--- src/hw/sfs_pkg.sv ---
package sfs_pkg;
   localparam int CLK_MHZ    = 40;
   localparam int FRAME_BITS = 32;
   localparam int CMD_MSB    = 31;
   localparam int CMD_LSB    = 28;
   localparam int RW_BIT     = 27;
   localparam int DATA_MSB   = 26;
   localparam int DATA_LSB   = 1;
   localparam int DATA_W     = 26;
   localparam int PAYLOAD_W  = 31;
   localparam int CNT_W      = 5;
   localparam logic [3:0] LAST_CMD = 4'hd;
   localparam logic [FRAME_BITS-1:0] ZERO_FRAME = 32'h0;
   localparam logic RW_READ_ONLY = 1'h1;
   localparam int FIFO_DEPTH = 32;
   localparam int SEL_DEGLITCH_NS = 25;
   localparam logic [1:0] DGL_CYC = 2'((SEL_DEGLITCH_NS * CLK_MHZ + 999) / 1000);
   localparam int CC_W        = 23;
   localparam int CC_TIME_US  = 70000;
   localparam int CC_INIT_US  = 137500;
   localparam int CC_CYC      = CC_TIME_US * CLK_MHZ;
   localparam int CC_INIT_CYC = CC_INIT_US * CLK_MHZ;
   localparam int SCK_HALF_NS = 100;
   localparam int LEAD_NS     = 600;
   localparam int TRAIL_NS    = 100;
   localparam int GAP_NS      = 400;
   localparam logic [CNT_W-1:0] HALF_CYC  = CNT_W'((SCK_HALF_NS * CLK_MHZ + 999) / 1000);
   localparam logic [CNT_W-1:0] LEAD_CYC  = CNT_W'((LEAD_NS * CLK_MHZ + 999) / 1000);
   localparam logic [CNT_W-1:0] TRAIL_CYC = CNT_W'((TRAIL_NS * CLK_MHZ + 999) / 1000);
   localparam logic [CNT_W-1:0] GAP_CYC   = CNT_W'((GAP_NS * CLK_MHZ + 999) / 1000);
   localparam logic [CNT_W:0]   LAST_BIT  = 6'h1f;

   function automatic logic sfs_par_bit(input logic [PAYLOAD_W-1:0] p);
      return ~(^p);
   endfunction

   function automatic logic sfs_frame_ok(input logic [FRAME_BITS-1:0] f);
      return ^f;
   endfunction
endpackage

--- src/hw/sfs_link_if.sv ---
`timescale 1ns/1ps
`default_nettype none
interface sfs_link_if;
   logic ncs;
   logic sck;
   logic sdi;
   logic sdo;
   logic sdo_oe;
   modport dev
   (
      input  ncs,
      input  sck,
      input  sdi,
      output sdo,
      output sdo_oe
   );
   modport host
   (
      output ncs,
      output sck,
      output sdi,
      input  sdo,
      input  sdo_oe
   );
endinterface
`default_nettype wire

--- src/hw/sfs_fifo.sv ---
`timescale 1ns/1ps
`default_nettype none
module sfs_fifo
   import sfs_pkg::*;
#(
   parameter int WIDTH = PAYLOAD_W,
   parameter int DEPTH = FIFO_DEPTH
)
(
   input  wire logic             clk_sys,
   input  wire logic             rst_n,
   input  wire logic             in_valid,
   output logic                  in_ready,
   input  wire logic [WIDTH-1:0] in_data,
   output logic                  out_valid,
   input  wire logic             out_ready,
   output logic      [WIDTH-1:0] out_data
);
   localparam int AW = $clog2(DEPTH);
   logic [WIDTH-1:0] mem [DEPTH];
   logic [AW-1:0]    wptr;
   logic [AW-1:0]    rptr;
   logic [AW:0]      cnt;
   logic [AW-1:0]    next_wptr;
   logic [AW-1:0]    next_rptr;
   logic [AW:0]      next_cnt;
   logic             push;
   logic             pop;

   always_comb
   begin
      in_ready  = (cnt != (AW+1)'(DEPTH));
      out_valid = (cnt != '0);
      out_data  = mem[rptr];
      push      = in_valid & in_ready;
      pop       = out_valid & out_ready;
      next_wptr = push ? AW'(wptr + 1'b1) : wptr;
      next_rptr = pop ? AW'(rptr + 1'b1) : rptr;
      next_cnt  = cnt;
      if (push & ~pop)
      begin
         next_cnt = (AW+1)'(cnt + 1'b1);
      end
      else if (pop & ~push)
      begin
         next_cnt = (AW+1)'(cnt - 1'b1);
      end
   end

   always_ff @(posedge clk_sys or negedge rst_n)
   begin
      if (!rst_n)
      begin
         wptr <= '0;
         rptr <= '0;
         cnt  <= '0;
      end
      else
      begin
         wptr <= next_wptr;
         rptr <= next_rptr;
         cnt  <= next_cnt;
      end
   end

   // Storage needs no reset; empty flag guards stale words
   always_ff @(posedge clk_sys)
   begin
      if (push)
      begin
         mem[wptr] <= in_data;
      end
   end
endmodule
`default_nettype wire

--- src/hw/sfs_dev.sv ---
`timescale 1ns/1ps
`default_nettype none
module sfs_dev
   import sfs_pkg::*;
#(
   parameter int CC_LIMIT      = CC_CYC,
   parameter int CC_INIT_LIMIT = CC_INIT_CYC
)
(
   input  wire logic                  clk_sys,
   input  wire logic                  rst_n,
   sfs_link_if.dev                    link,
   input  wire logic                  disable_pin_active_high,
   input  wire logic                  disable_pin_active_low,
   output logic                       rx_valid,
   input  wire logic                  rx_ready,
   output logic      [PAYLOAD_W-1:0]  rx_data,
   output logic      [3:0]            rx_cmd,
   input  wire logic [DATA_W-1:0]     rsp_data,
   output logic                       cc_fault
);
   typedef enum logic [3:0]
   {
      CC_BOOT = 4'h1,
      CC_WAIT = 4'h2,
      CC_INIT = 4'h4,
      CC_RUN  = 4'h8
   } sfs_cc_t;

   // Select filter and edge detection
   logic       ncs_f;
   logic       ncs_fq;
   logic       sck_q;
   logic [1:0] dg_cnt;
   logic       next_ncs_f;
   logic [1:0] next_dg_cnt;
   logic       sel_fall;
   logic       sel_rise;
   logic       sck_rise;
   logic       sck_fall;

   always_comb
   begin
      next_ncs_f  = ncs_f;
      next_dg_cnt = '0;
      if (link.ncs != ncs_f)
      begin
         next_dg_cnt = 2'(dg_cnt + 1'b1);
         if (dg_cnt == DGL_CYC)
         begin
            next_ncs_f  = link.ncs;
            next_dg_cnt = '0;
         end
      end
      sel_fall = ncs_fq & ~ncs_f;
      sel_rise = ncs_f & ~ncs_fq;
      // Sampling at 40 MHz leaves four samples per half period at 5 MHz
      sck_rise = ~ncs_f & link.sck & ~sck_q;
      sck_fall = ~ncs_f & ~link.sck & sck_q;
   end

   // Reset forces idle select, so link activity is ignored meanwhile
   always_ff @(posedge clk_sys or negedge rst_n)
   begin
      if (!rst_n)
      begin
         ncs_f  <= 1'b1;
         ncs_fq <= 1'b1;
         sck_q  <= 1'b0;
         dg_cnt <= '0;
      end
      else
      begin
         ncs_f  <= next_ncs_f;
         ncs_fq <= ncs_f;
         sck_q  <= link.sck;
         dg_cnt <= next_dg_cnt;
      end
   end

   // Frame shifter and reply
   logic [FRAME_BITS-1:0] sr;
   logic [FRAME_BITS-1:0] reply;
   logic [CNT_W-1:0]      bit_cnt;
   logic                  any_clk;
   logic                  sdo_q;
   logic                  oe_q;
   logic                  build;
   logic [3:0]            cmd_q;
   logic                  rw_q;
   logic                  flt_q;
   logic                  next_flt;
   logic [FRAME_BITS-1:0] next_sr;
   logic [FRAME_BITS-1:0] next_reply;
   logic [CNT_W-1:0]      next_bit_cnt;
   logic                  next_any_clk;
   logic                  next_sdo;
   logic                  next_oe;
   logic                  next_build;
   logic [3:0]            next_cmd;
   logic                  next_rw;
   logic                  frame_good;
   logic                  push;
   logic                  push_ready;
   logic                  valid_comm;
   logic [PAYLOAD_W-1:0]  body;

   always_comb
   begin
      next_sr      = sr;
      next_reply   = reply;
      next_bit_cnt = bit_cnt;
      next_any_clk = any_clk;
      next_sdo     = sdo_q;
      next_oe      = oe_q;
      next_build   = 1'b0;
      next_cmd     = cmd_q;
      next_rw      = rw_q;
      next_flt     = flt_q;
      push         = 1'b0;
      valid_comm   = 1'b0;
      body         = '0;
      frame_good   = (bit_cnt == '0)
                     & sfs_frame_ok(sr)
                     & (sr[CMD_MSB:CMD_LSB] <= LAST_CMD)
                     & push_ready;
      if (sel_fall)
      begin
         next_sr      = reply;
         next_sdo     = reply[FRAME_BITS-1];
         next_oe      = 1'b1;
         next_bit_cnt = '0;
         next_any_clk = 1'b0;
      end
      else if (sel_rise)
      begin
         next_oe = 1'b0;
         if (any_clk)
         begin
            next_reply = ZERO_FRAME;
            if (frame_good)
            begin
               push       = 1'b1;
               valid_comm = 1'b1;
               next_build = 1'b1;
               next_cmd   = sr[CMD_MSB:CMD_LSB];
               next_rw    = sr[RW_BIT];
               // The access clears the fault, so keep its state for the reply
               next_flt   = cc_fault;
            end
         end
      end
      else
      begin
         if (sck_rise)
         begin
            next_sdo = sr[FRAME_BITS-1];
         end
         if (sck_fall)
         begin
            // Received bits enter behind the reply so a chain passes frames on
            next_sr      = {sr[FRAME_BITS-2:0], link.sdi};
            next_bit_cnt = CNT_W'(bit_cnt + 1'b1);
            next_any_clk = 1'b1;
         end
      end
      if (build)
      begin
         // Payload arrives one cycle after the command is shown; the gap covers it
         body = {cmd_q, rw_q, rsp_data[DATA_W-1:1], flt_q};
         next_reply = {body, sfs_par_bit(body)};
      end
   end

   always_ff @(posedge clk_sys or negedge rst_n)
   begin
      if (!rst_n)
      begin
         sr      <= ZERO_FRAME;
         reply   <= ZERO_FRAME;
         bit_cnt <= '0;
         any_clk <= 1'b0;
         sdo_q   <= 1'b0;
         oe_q    <= 1'b0;
         build   <= 1'b0;
         cmd_q   <= '0;
         rw_q    <= RW_READ_ONLY;
         flt_q   <= 1'b0;
      end
      else
      begin
         sr      <= next_sr;
         reply   <= next_reply;
         bit_cnt <= next_bit_cnt;
         any_clk <= next_any_clk;
         sdo_q   <= next_sdo;
         oe_q    <= next_oe;
         build   <= next_build;
         cmd_q   <= next_cmd;
         rw_q    <= next_rw;
         flt_q   <= next_flt;
      end
   end

   assign link.sdo    = sdo_q;
   assign link.sdo_oe = oe_q;
   assign rx_cmd      = cmd_q;

   // A full queue refuses the frame: it is answered with zeros instead
   sfs_fifo #(
      .WIDTH (PAYLOAD_W),
      .DEPTH (FIFO_DEPTH)
   ) u_fifo (
      .clk_sys   (clk_sys),
      .rst_n     (rst_n),
      .in_valid  (push),
      .in_ready  (push_ready),
      .in_data   (sr[FRAME_BITS-1:1]),
      .out_valid (rx_valid),
      .out_ready (rx_ready),
      .out_data  (rx_data)
   );

   // Communication check
   sfs_cc_t         cc_st;
   sfs_cc_t         next_cc_st;
   logic [CC_W-1:0] cc_cnt;
   logic [CC_W-1:0] next_cc_cnt;
   logic [CC_W-1:0] cc_lim;
   logic            next_fault;
   logic            released;

   always_comb
   begin
      released    = ~disable_pin_active_high & disable_pin_active_low;
      next_cc_st  = cc_st;
      next_cc_cnt = cc_cnt;
      next_fault  = cc_fault;
      cc_lim      = (cc_st == CC_INIT) ? CC_W'(CC_INIT_LIMIT - 1) : CC_W'(CC_LIMIT - 1);
      case (cc_st)
         CC_BOOT:
         begin
            next_cc_cnt = '0;
            next_cc_st  = released ? CC_INIT : CC_WAIT;
         end
         CC_WAIT:
         begin
            next_cc_cnt = '0;
            if (released)
            begin
               next_cc_st = CC_RUN;
            end
         end
         CC_INIT, CC_RUN:
         begin
            if (!released)
            begin
               next_cc_st  = CC_WAIT;
               next_cc_cnt = '0;
            end
            else if (valid_comm)
            begin
               next_cc_st  = CC_RUN;
               next_cc_cnt = '0;
               next_fault  = 1'b0;
            end
            else if (cc_cnt == cc_lim)
            begin
               next_cc_st  = CC_RUN;
               next_cc_cnt = '0;
               next_fault  = 1'b1;
            end
            else
            begin
               next_cc_cnt = CC_W'(cc_cnt + 1'b1);
            end
         end
         default:
         begin
            next_cc_st  = CC_BOOT;
            next_cc_cnt = '0;
         end
      endcase
   end

   always_ff @(posedge clk_sys or negedge rst_n)
   begin
      if (!rst_n)
      begin
         cc_st    <= CC_BOOT;
         cc_cnt   <= '0;
         cc_fault <= 1'b0;
      end
      else
      begin
         cc_st    <= next_cc_st;
         cc_cnt   <= next_cc_cnt;
         cc_fault <= next_fault;
      end
   end
endmodule
`default_nettype wire

--- src/flat_wrapper.sv ---
// flat-port wrapper written by rule: the top's interface ports become plain ports
module sfs_dev_flat import sfs_pkg::*;
#(
   parameter int CC_LIMIT      = CC_CYC,
   parameter int CC_INIT_LIMIT = CC_INIT_CYC
)
  (clk_sys, rst_n, disable_pin_active_high, disable_pin_active_low, rx_valid, rx_ready, rx_data, rx_cmd, rsp_data, cc_fault, link_ncs, link_sck, link_sdi, link_sdo, link_sdo_oe);
  sfs_link_if link_i ();
  input  wire logic clk_sys;
  input  wire logic rst_n;
  input  wire logic disable_pin_active_high;
  input  wire logic disable_pin_active_low;
  output logic rx_valid;
  input  wire logic rx_ready;
  output logic      [PAYLOAD_W-1:0] rx_data;
  output logic      [3:0] rx_cmd;
  input  wire logic [DATA_W-1:0] rsp_data;
  output logic cc_fault;
  input wire logic [$bits(link_i.ncs)-1:0] link_ncs;
  input wire logic [$bits(link_i.sck)-1:0] link_sck;
  input wire logic [$bits(link_i.sdi)-1:0] link_sdi;
  output wire logic [$bits(link_i.sdo)-1:0] link_sdo;
  output wire logic [$bits(link_i.sdo_oe)-1:0] link_sdo_oe;
  assign link_i.ncs = link_ncs;
  assign link_i.sck = link_sck;
  assign link_i.sdi = link_sdi;
  assign link_sdo = link_i.sdo;
  assign link_sdo_oe = link_i.sdo_oe;
  sfs_dev #(.CC_LIMIT(CC_LIMIT), .CC_INIT_LIMIT(CC_INIT_LIMIT)) u_core (.clk_sys(clk_sys), .rst_n(rst_n), .link(link_i), .disable_pin_active_high(disable_pin_active_high), .disable_pin_active_low(disable_pin_active_low), .rx_valid(rx_valid), .rx_ready(rx_ready), .rx_data(rx_data), .rx_cmd(rx_cmd), .rsp_data(rsp_data), .cc_fault(cc_fault));
endmodule
--- config.mk ---
export PLATFORM = sky130hd
export DESIGN_NAME = sfs_dev_flat
export DESIGN_NICKNAME = d
export VERILOG_FILES = /design/src/hw/sfs_pkg.sv /design/src/hw/sfs_link_if.sv /design/src/hw/sfs_fifo.sv /design/src/hw/sfs_dev.sv /design/src/flat_wrapper.sv
export SDC_FILE = /design/constraint.sdc
export NUM_CORES = 1
export LEC_CHECK = 0
export BUFFER_PORTS_ARGS = -buffer_cell sky130_fd_sc_hd__buf_2
export CORE_MARGIN = 2
export CORE_UTILIZATION = 50
export CTS_BUF_LIST = sky130_fd_sc_hd__clkbuf_8 sky130_fd_sc_hd__clkbuf_16
export CTS_CLUSTER_SIZE = 14
export DETAILED_ROUTE_END_ITERATION = 12
export PLACE_DENSITY = 0.66
export SLEW_MARGIN = 15
export SYNTH_ARGS = -nofsm -noshare
export SYNTH_HDL_FRONTEND = slang
export SYNTH_SLANG_ARGS = --single-unit
--- constraint.sdc ---
create_clock -name clk_sys -period 6.4 [get_ports clk_sys]
set_clock_uncertainty 0.1 [all_clocks]
set_input_delay 1.28 -clock clk_sys [delete_from_list [all_inputs] [get_ports clk_sys]]
set_output_delay 1.28 -clock clk_sys [all_outputs]
set_load 0.01 [all_outputs]
==> results of run 1 <==
==> worst paths after layout <==
| path | cells after the start | startpoint | slack [ps] | endpoint |
|---|---|---|---|---|
| worst min-delay path | 0 | u_core.ncs_f$_DFFE_PN1P_ | 330 | u_core.ncs_fq$_DFF_PN1_ |
| worst max register to register | 12 | u_core.sr[28]$_DFFE_PN0P_ | 1690 | u_core.u_fifo.mem[29][12]$_DFFE_PP_ |
| worst min register to register | 0 | u_core.ncs_f$_DFFE_PN1P_ | 330 | u_core.ncs_fq$_DFF_PN1_ |
| min in group asynchronous | 1 | rst_n | 480 | u_core.cc_cnt[20]$_DFF_PN0_ |
| worst max-delay path | 5 | u_core.u_fifo.rptr[0]$_DFFE_PN0P_ | 1290 | rx_data[26] |
| max in group asynchronous | 2 | rst_n | 4410 | u_core.reply[7]$_DFFE_PN0P_ |
==> power by group through the flow <==
| stage | clock (W) | combinational [W] | sequential, W |
|---|---|---|---|
| 2_1_floorplan | 0 | 0.00454 | 0.00965 |
| 3_3_place_gp | 0 | 0.00658 | 0.00973 |
| 3_5_place_dp | 0 | 0.00671 | 0.00976 |
| 4_1_cts | 0.00640 | 0.00674 | 0.00961 |
| 5_1_grt | 0.00669 | 0.00710 | 0.00967 |
| 6_report | 0.00630 | 0.00661 | 0.00960 |
==> critical path, delay by kind of cell (launching register included) <==
family                 cells  cell delay (ps)
flip-flops                 1              960
buffers and inverters      2              650
multiplexers               3             1410
==> area by class of cell <==
class	count	area (um2)	share of cell area [%]
flip-flops and latches	1120	33000	65.8
multi-input cells	802	10700	21.3
clock buffers	115	2860	5.69
well taps	1155	1450	2.88
repair buffers	165	1370	2.73
clock inverters	88	692	1.38
inverters	20	75.1	0.150
==> registers in the layout (all words and copies together) (netlist names), 2 cells and up <==
name / count
u_core.bit_cnt: 5
u_core.cc_cnt: 23
u_core.cc_st: 4
u_core.dg_cnt: 2
u_core.reply: 32
u_core.rx_cmd: 4
u_core.sr: 32
u_core.u_fifo.cnt: 6
u_core.u_fifo.mem: 992
u_core.u_fifo.rptr: 5
u_core.u_fifo.wptr: 5
==> cell families (layout without fill, tap and decap cells) <==
kind of cell | Yosys count | after routing
compound gates | 101 | 101
xor+xnor | 93 | 93
fa+ha+maj | 20 | 20
buf+inv | 122 | 388
flops | 1120 | 1120
mux | 374 | 374
simple gates | 214 | 214
==> layer usage <==
metal | routed length [um] | vias up
li1 | - | 8754
met1 | 40200 | 11274
met2 | 49000 | 686
met3 | 5850 | 136
met4 | 2580 | 0
met5 | 0 | -
==> metrics by stage <==
step | instances | worst slack (ps) | cell area, um2 | hold WS [ps] | util [%]
after floorplan | 2044 | 1150 | 44000 | 294 | -
after global placement | 3262 | 1820 | 46600 | 308 | 53.6
after global routing | 3465 | 1130 | 50100 | 334 | 57.7
final | 3465 | 1290 | 50100 | 328 | 57.7
after CTS | 3465 | 1210 | 50100 | 323 | 57.7
after detailed placement | 3262 | 1730 | 46600 | 313 | 53.6
==> cells in the final DEF (no fill, tap or decap), types with 3 or more instances in the layout <==
| cell type | n |
|---|---|
| a31oi_1 | 3 |
| dfstp_2 | 4 |
| inv_1 | 46 |
| a21oi_1 | 8 |
| mux4_2 | 310 |
| clkbuf_16 | 113 |
| xnor3_1 | 3 |
| nor2_4 | 28 |
| dfrtp_1 | 119 |
| clkinv_2 | 18 |
| xor2_1 | 22 |
| nand2_1 | 73 |
| nor3_2 | 4 |
| mux2_2 | 33 |
| nor2_1 | 44 |
| clkinv_1 | 26 |
| nand3b_1 | 3 |
| buf_4 | 70 |
| dfrtp_4 | 4 |
| buf_2 | 70 |
| ha_1 | 18 |
| mux2i_1 | 31 |
| or3_1 | 3 |
| and3_1 | 5 |
| nand3_1 | 13 |
| a22o_1 | 32 |
| o21ai_0 | 49 |
| xnor2_1 | 67 |
| bufinv_16 | 10 |
| buf_12 | 24 |
| nor4bb_1 | 4 |
| edfxtp_1 | 992 |
| nand4_1 | 8 |
| and4_1 | 4 |
==> synth_stat cells (2+ instances only) <==
cell and n:
edfxtp_1 992, mux4_2 310, dfrtp_1 124, nand2_1 73
nor2_1 73, xnor2_1 67, clkbuf_1 63, o21ai_0 49
mux2_2 33, a22o_1 32, mux2i_1 31, buf_2 23
xor2_1 22, ha_1 19, inv_1 19, buf_1 13
nand3_1 13, a21oi_1 8, nand4_1 8, nor3_1 6
and3_1 5, and4_1 4, dfstp_2 4, nor4bb_1 4
a31oi_1 3, nand3b_1 3, or3_1 3, xnor3_1 3
buf_6 2, nand2b_1 2, nand4b_1 2, nor2b_1 2
nor4b_1 2, or3b_2 2, or4_1 2
==> impl_metrics.toml, run 1 <==
[synthesis]
syn_avg_cell_area_um2 = 21.5
async_flop_share_pct = 11.4
synth-warning-count = 0
synth_xor_area_share_pct = 1.96
synth_mux_area_share_pct = 17.4
postSynthCellCount = 2044
syn_area_um2 = 44000
synthFlopType = "edfxtp_1"
yosysSeqAreaShare_pct = 75.1
synth_top_area_cell = "edfxtp_1"
synth_edf_count = 992
synthAdderAreaFrac_pct = 0.586
synth_simple_gate_area_share_pct = 2.30
synth-compound-area-share_pct = 1.51
synth_cell_types = 58
synth.area.top_cells = "edfxtp_1 68%, mux4_2 16%, dfrtp_1 7.1%, xnor2_1 1.3%, mux2_2 0.85%"
syn_nets = 2098
synth_top_area_share_pct = 67.8
ys_ff_latch = 1120
synth_top_family_by_area = "multiplexers"

[timing]
period_minus_slack_ps = 5110
rsz0062_at_grt = "false"
hold_violations = 0
final.setup.tns_ps = 0
layout_worst_path_cycle_share_pct = 79.8
worst_slew_pin_slew_ps = 1140
setup-violations-final = 0
relSlewSlack_pct = 24.3
fmax_ghz = 0.196
slew_viol_final = 0

[drt]
finalWirelength_mm = 97.6
dr_total_vias = 20850
viasPerCell = 6.02
drc = 0
dr.pass1.iters = 7
routedWlPerCell_um = 28.2
ant_nets = 0
first_iter_violations = 2120

[grt]
grt.total_usage_pct = 22.0
antenna_found_initial = 2
grtUsageMet1_pct = 31.2
grt.overflow.total = 0
grtUsageMet3_pct = 3.14
grt_pass1_wl_mm = 144
use_met2_pct = 35.9
grt_max_degree = 75
grt_pass1_vias = 21669
busiest_layer = "met2"

[setup_path]
critical_path_class = "register to primary output"
cp_slowest_cell = "dfrtp_4"
worstPathArrival_ps = 3730
worst_ep_required_time_ps = 5020
crit_fanout = 35
startpoint_type = "register"
max_stage_delay_ps = 960
cp_cell_sequence = "buf_4, mux4_2, mux4_2, mux2_2, buf_2"
end_kind = "primary output"
path_common_cell = "mux4_2"

[clocking]
ctsResizeCount = 0
cts_buffers = 110
clock-root-buffer = "clkbuf_16"
cts_sinks = 1120
cts_setup_buffers = 0
clk_latency_ps = 680
clock_path_buffers = 3
h-tree-depth = 3
cts.hold.buffers_added = 0
cts_tree = "done"
clkSlewWorstSetupHoldPaths_ps = 60

[floorplanning]
core.rowCount = 108
die_x_um = 301
die_area_um2 = 90300
fp.dieH_um = 301
io_pins = 73
initial_core_util_pct = 50.6
floorplan.core_area_um2 = 86900

[run_status]
status = "completed"

[run]
maxCapViolCount = 0

[pwr]
p_switching_w = 0.00669
power_frac_comb_pct = 29.4
internal_power_w = 0.0158
power_density_nw_per_um2 = 449
switching_share_pct = 29.7
vdd_drop_max_mv = 0.269
p_seq_share_pct = 42.6
pwr-share-clk_pct = 28.0
p_leak_nw = 16.7
power_w = 0.0225

[place]
gp_congestion = 0.771
place_hpwl_mm = 55.8
io_buffers = 71

[final_layout]
layout-drive-gt1-share_pct = 30.9
fill_cells = 6200
num-nets-final = 2273
syn_to_final_growth_pct = 14.1
antenna_cells = 0

[min_path]
worstHoldPathType = "register to register"
Note: power is estimated with default switching activity, not from simulation.
==> run 2: changes to the inputs <==
--- a/config.mk
+++ b/config.mk
@@ -11,7 +11,7 @@
 export CTS_BUF_LIST = sky130_fd_sc_hd__clkbuf_8 sky130_fd_sc_hd__clkbuf_16
 export CTS_CLUSTER_SIZE = 14
 export DETAILED_ROUTE_END_ITERATION = 12
-export PLACE_DENSITY = 0.66
+export PLACE_DENSITY = 0.68
 export SLEW_MARGIN = 15
 export SYNTH_ARGS = -nofsm -noshare
 export SYNTH_HDL_FRONTEND = slang
==> constraint.sdc (replaced) <==
create_clock -name clk_sys -period 4.6 [get_ports clk_sys]
set_clock_uncertainty 0.1 [all_clocks]
set_input_delay 0.92 -clock clk_sys [delete_from_list [all_inputs] [get_ports clk_sys]]
set_output_delay 0.92 -clock clk_sys [all_outputs]
set_load 0.01 [all_outputs]
==> impl_metrics.toml, run 2 (synthesis gave the netlist of run 1 again) <==
[run_status]
status = "completed"

[floorplanning]
die_x_um = 301
initial_core_util_pct = 50.6
die_area_um2 = 90300
core.rowCount = 108
floorplan.core_area_um2 = 86900
fp.dieH_um = 301
io_pins = 73

[setup_path]
critical-path-top-delay-family = "multiplexers"
max_stage_delay_ps = 720
cp_num_buf_inv = 3
cp_slowest_cell = "dfrtp_4"
worstPathArrival_ps = 3330
cp_cell_sequence = "buf_12, buf_4, mux4_2, mux4_2, mux2_2, buf_2"
path_common_cell = "mux4_2"
worstReg2RegEnd = "u_core.u_fifo.cnt[5]$_DFFE_PN0P_"
startpoint_type = "register"
cp_num_cells = 6
reg2reg_slack_ps = 640
end_kind = "primary output"
critical_path_class = "register to primary output"
reg2regPathDepth = 16
worst_ep_required_time_ps = 3580
crit_fanout = 43
r2r-start = "u_core.sr[10]$_DFFE_PN0P_"

[timing]
relSlewSlack_pct = 25.8
worst_slew_pin_slew_ps = 1110
rsz0062_at_grt = "false"
hold_violations = 0
slew_viol_final = 0
setup-violations-final = 0
fmax_ghz = 0.230
final.setup.tns_ps = 0
layout_worst_path_cycle_share_pct = 94.6
period_minus_slack_ps = 4350

[clocking]
clock-root-buffer = "clkbuf_16"
clkSlewWorstSetupHoldPaths_ps = 60
h-tree-depth = 3
cts_buffers = 108
cts_tree = "done"
cts_sinks = 1120
clock_path_buffers = 3
clk_latency_ps = 670
ctsResizeCount = 0

[drt]
viasPerCell = 6.04
finalWirelength_mm = 99.5
dr_total_vias = 21131
drc = 0
routedWlPerCell_um = 28.4
first_iter_violations = 2218
dr.pass1.iters = 5
ant_nets = 0

[pwr]
power_w = 0.0318
power_density_nw_per_um2 = 628
vdd_drop_max_mv = 0.425
p_leak_nw = 17.0

[final_layout]
num-nets-final = 2307
largest_register = "u_core.u_fifo.mem"
reg.largest.list = "u_core.u_fifo.mem (992), u_core.reply (32), u_core.sr (32)"
layout_commonest_cell = "edfxtp_1"
antenna_cells = 0
final_cell_mix = "992 x edfxtp_1, 310 x mux4_2, 118 x dfrtp_1, 112 x clkbuf_16, 100 x buf_4"
fill_cells = 6104
layout-drive-gt1-share_pct = 32.9
syn_to_final_growth_pct = 15.2
largest_reg_flops = 992

[grt]
grt.total_usage_pct = 22.4
grt_max_degree = 108
grt_pass1_vias = 21919
antenna_found_initial = 1
grt.overflow.total = 0
grt_pass1_wl_mm = 145

[min_path]
worstHoldPathType = "input pin to async pin"

[place]
place_hpwl_mm = 56.7
gp_congestion = 0.770
io_buffers = 71

[run]
maxCapViolCount = 0
## run 2: cell count changes in the layout (fill, tap and decap cells not counted), sizes merged
cell | before | now
clkinvlp | 2 | 7
buf | 165 | 201
clkinv | 46 | 42
bufinv | 10 | 13
clkbuf | 115 | 120
inv | 50 | 39
## run 2: repair_timing
action	in CTS	in global routing
setup buffers	0	10
hold buffers	0	0
endpoints found under the hold margin	0	0
endpoints found under the setup margin	0	1
## run 2: worst reg2reg max path: stages (launching register included)
cell and delay [ps]:
dfrtp_1 390, xnor2_1 160, xnor3_1 430, xnor3_1 460, xnor3_1 250, or2_4 310, inv_1 100, ha_1 190
inv_1 120, ha_1 320, a21o_1 170, a21oi_1 230, o21bai_1 100, a21oi_1 180, xnor2_1 140, nor2_1 70
xor2_1 140
## run 2: metrics by stage
step	std cells	setup slack (ps)	area [um2]	utilization (%)	hold slack, ps
2_1_floorplan	2044	237	44000	-	294
3_3_place_gp	3288	651	46900	54.0	305
3_5_place_dp	3288	658	46900	54.0	310
4_1_cts	3489	48.0	50600	58.2	246
5_1_grt	3499	142	50600	58.3	256
6_report	3499	246	50600	58.3	263
## run 2: metal layers
layer / vias up / GRT usage [%] / wire, um
li1: 8825 / - / -
met1: 11252 / 30.9 / 39100
met2: 915 / 37.2 / 50500
met3: 139 / 4.03 / 7640
met4: 0 / 5.85 / 2330
met5: - / 0 / 0
## run 2: area by class of cell
type	count	area [um2]	area share (%)
Clock buffer	120	2910	5.75
Sequential cell	1120	33000	65.2
Timing Repair Buffer	201	1710	3.38
Tap cell	1155	1450	2.85
Multi-Input combinational cell	802	10700	21.2
Inverter	20	75.1	0.148
Clock inverter	81	761	1.50
## run 2: how the worst max path moves through the flow
stage,from,end,slack [ps]
3_5_place_dp,u_core.sr[10]$_DFFE_PN0P_,u_core.u_fifo.cnt[5]$_DFFE_PN0P_,660
4_1_cts,u_core.u_fifo.rptr[0]$_DFFE_PN0P_,rx_data[14],50
3_3_place_gp,u_core.sr[10]$_DFFE_PN0P_,u_core.u_fifo.cnt[5]$_DFFE_PN0P_,650
6_report,u_core.u_fifo.rptr[1]$_DFFE_PN0P_,rx_data[29],250
5_1_grt,u_core.u_fifo.rptr[1]$_DFFE_PN0P_,rx_data[29],140
2_1_floorplan,u_core.sr[28]$_DFFE_PN0P_,u_core.u_fifo.mem[20][0]$_DFFE_PP_,240
## run 2: power by group
part / total (W) / switching (W) / internal (W)
registers: 0.0131 / 0.000609 / 0.0125
logic: 0.00973 / 0.00505 / 0.00468
clock network: 0.00898 / 0.00371 / 0.00527
total: 0.0318 / 0.00937 / 0.0224
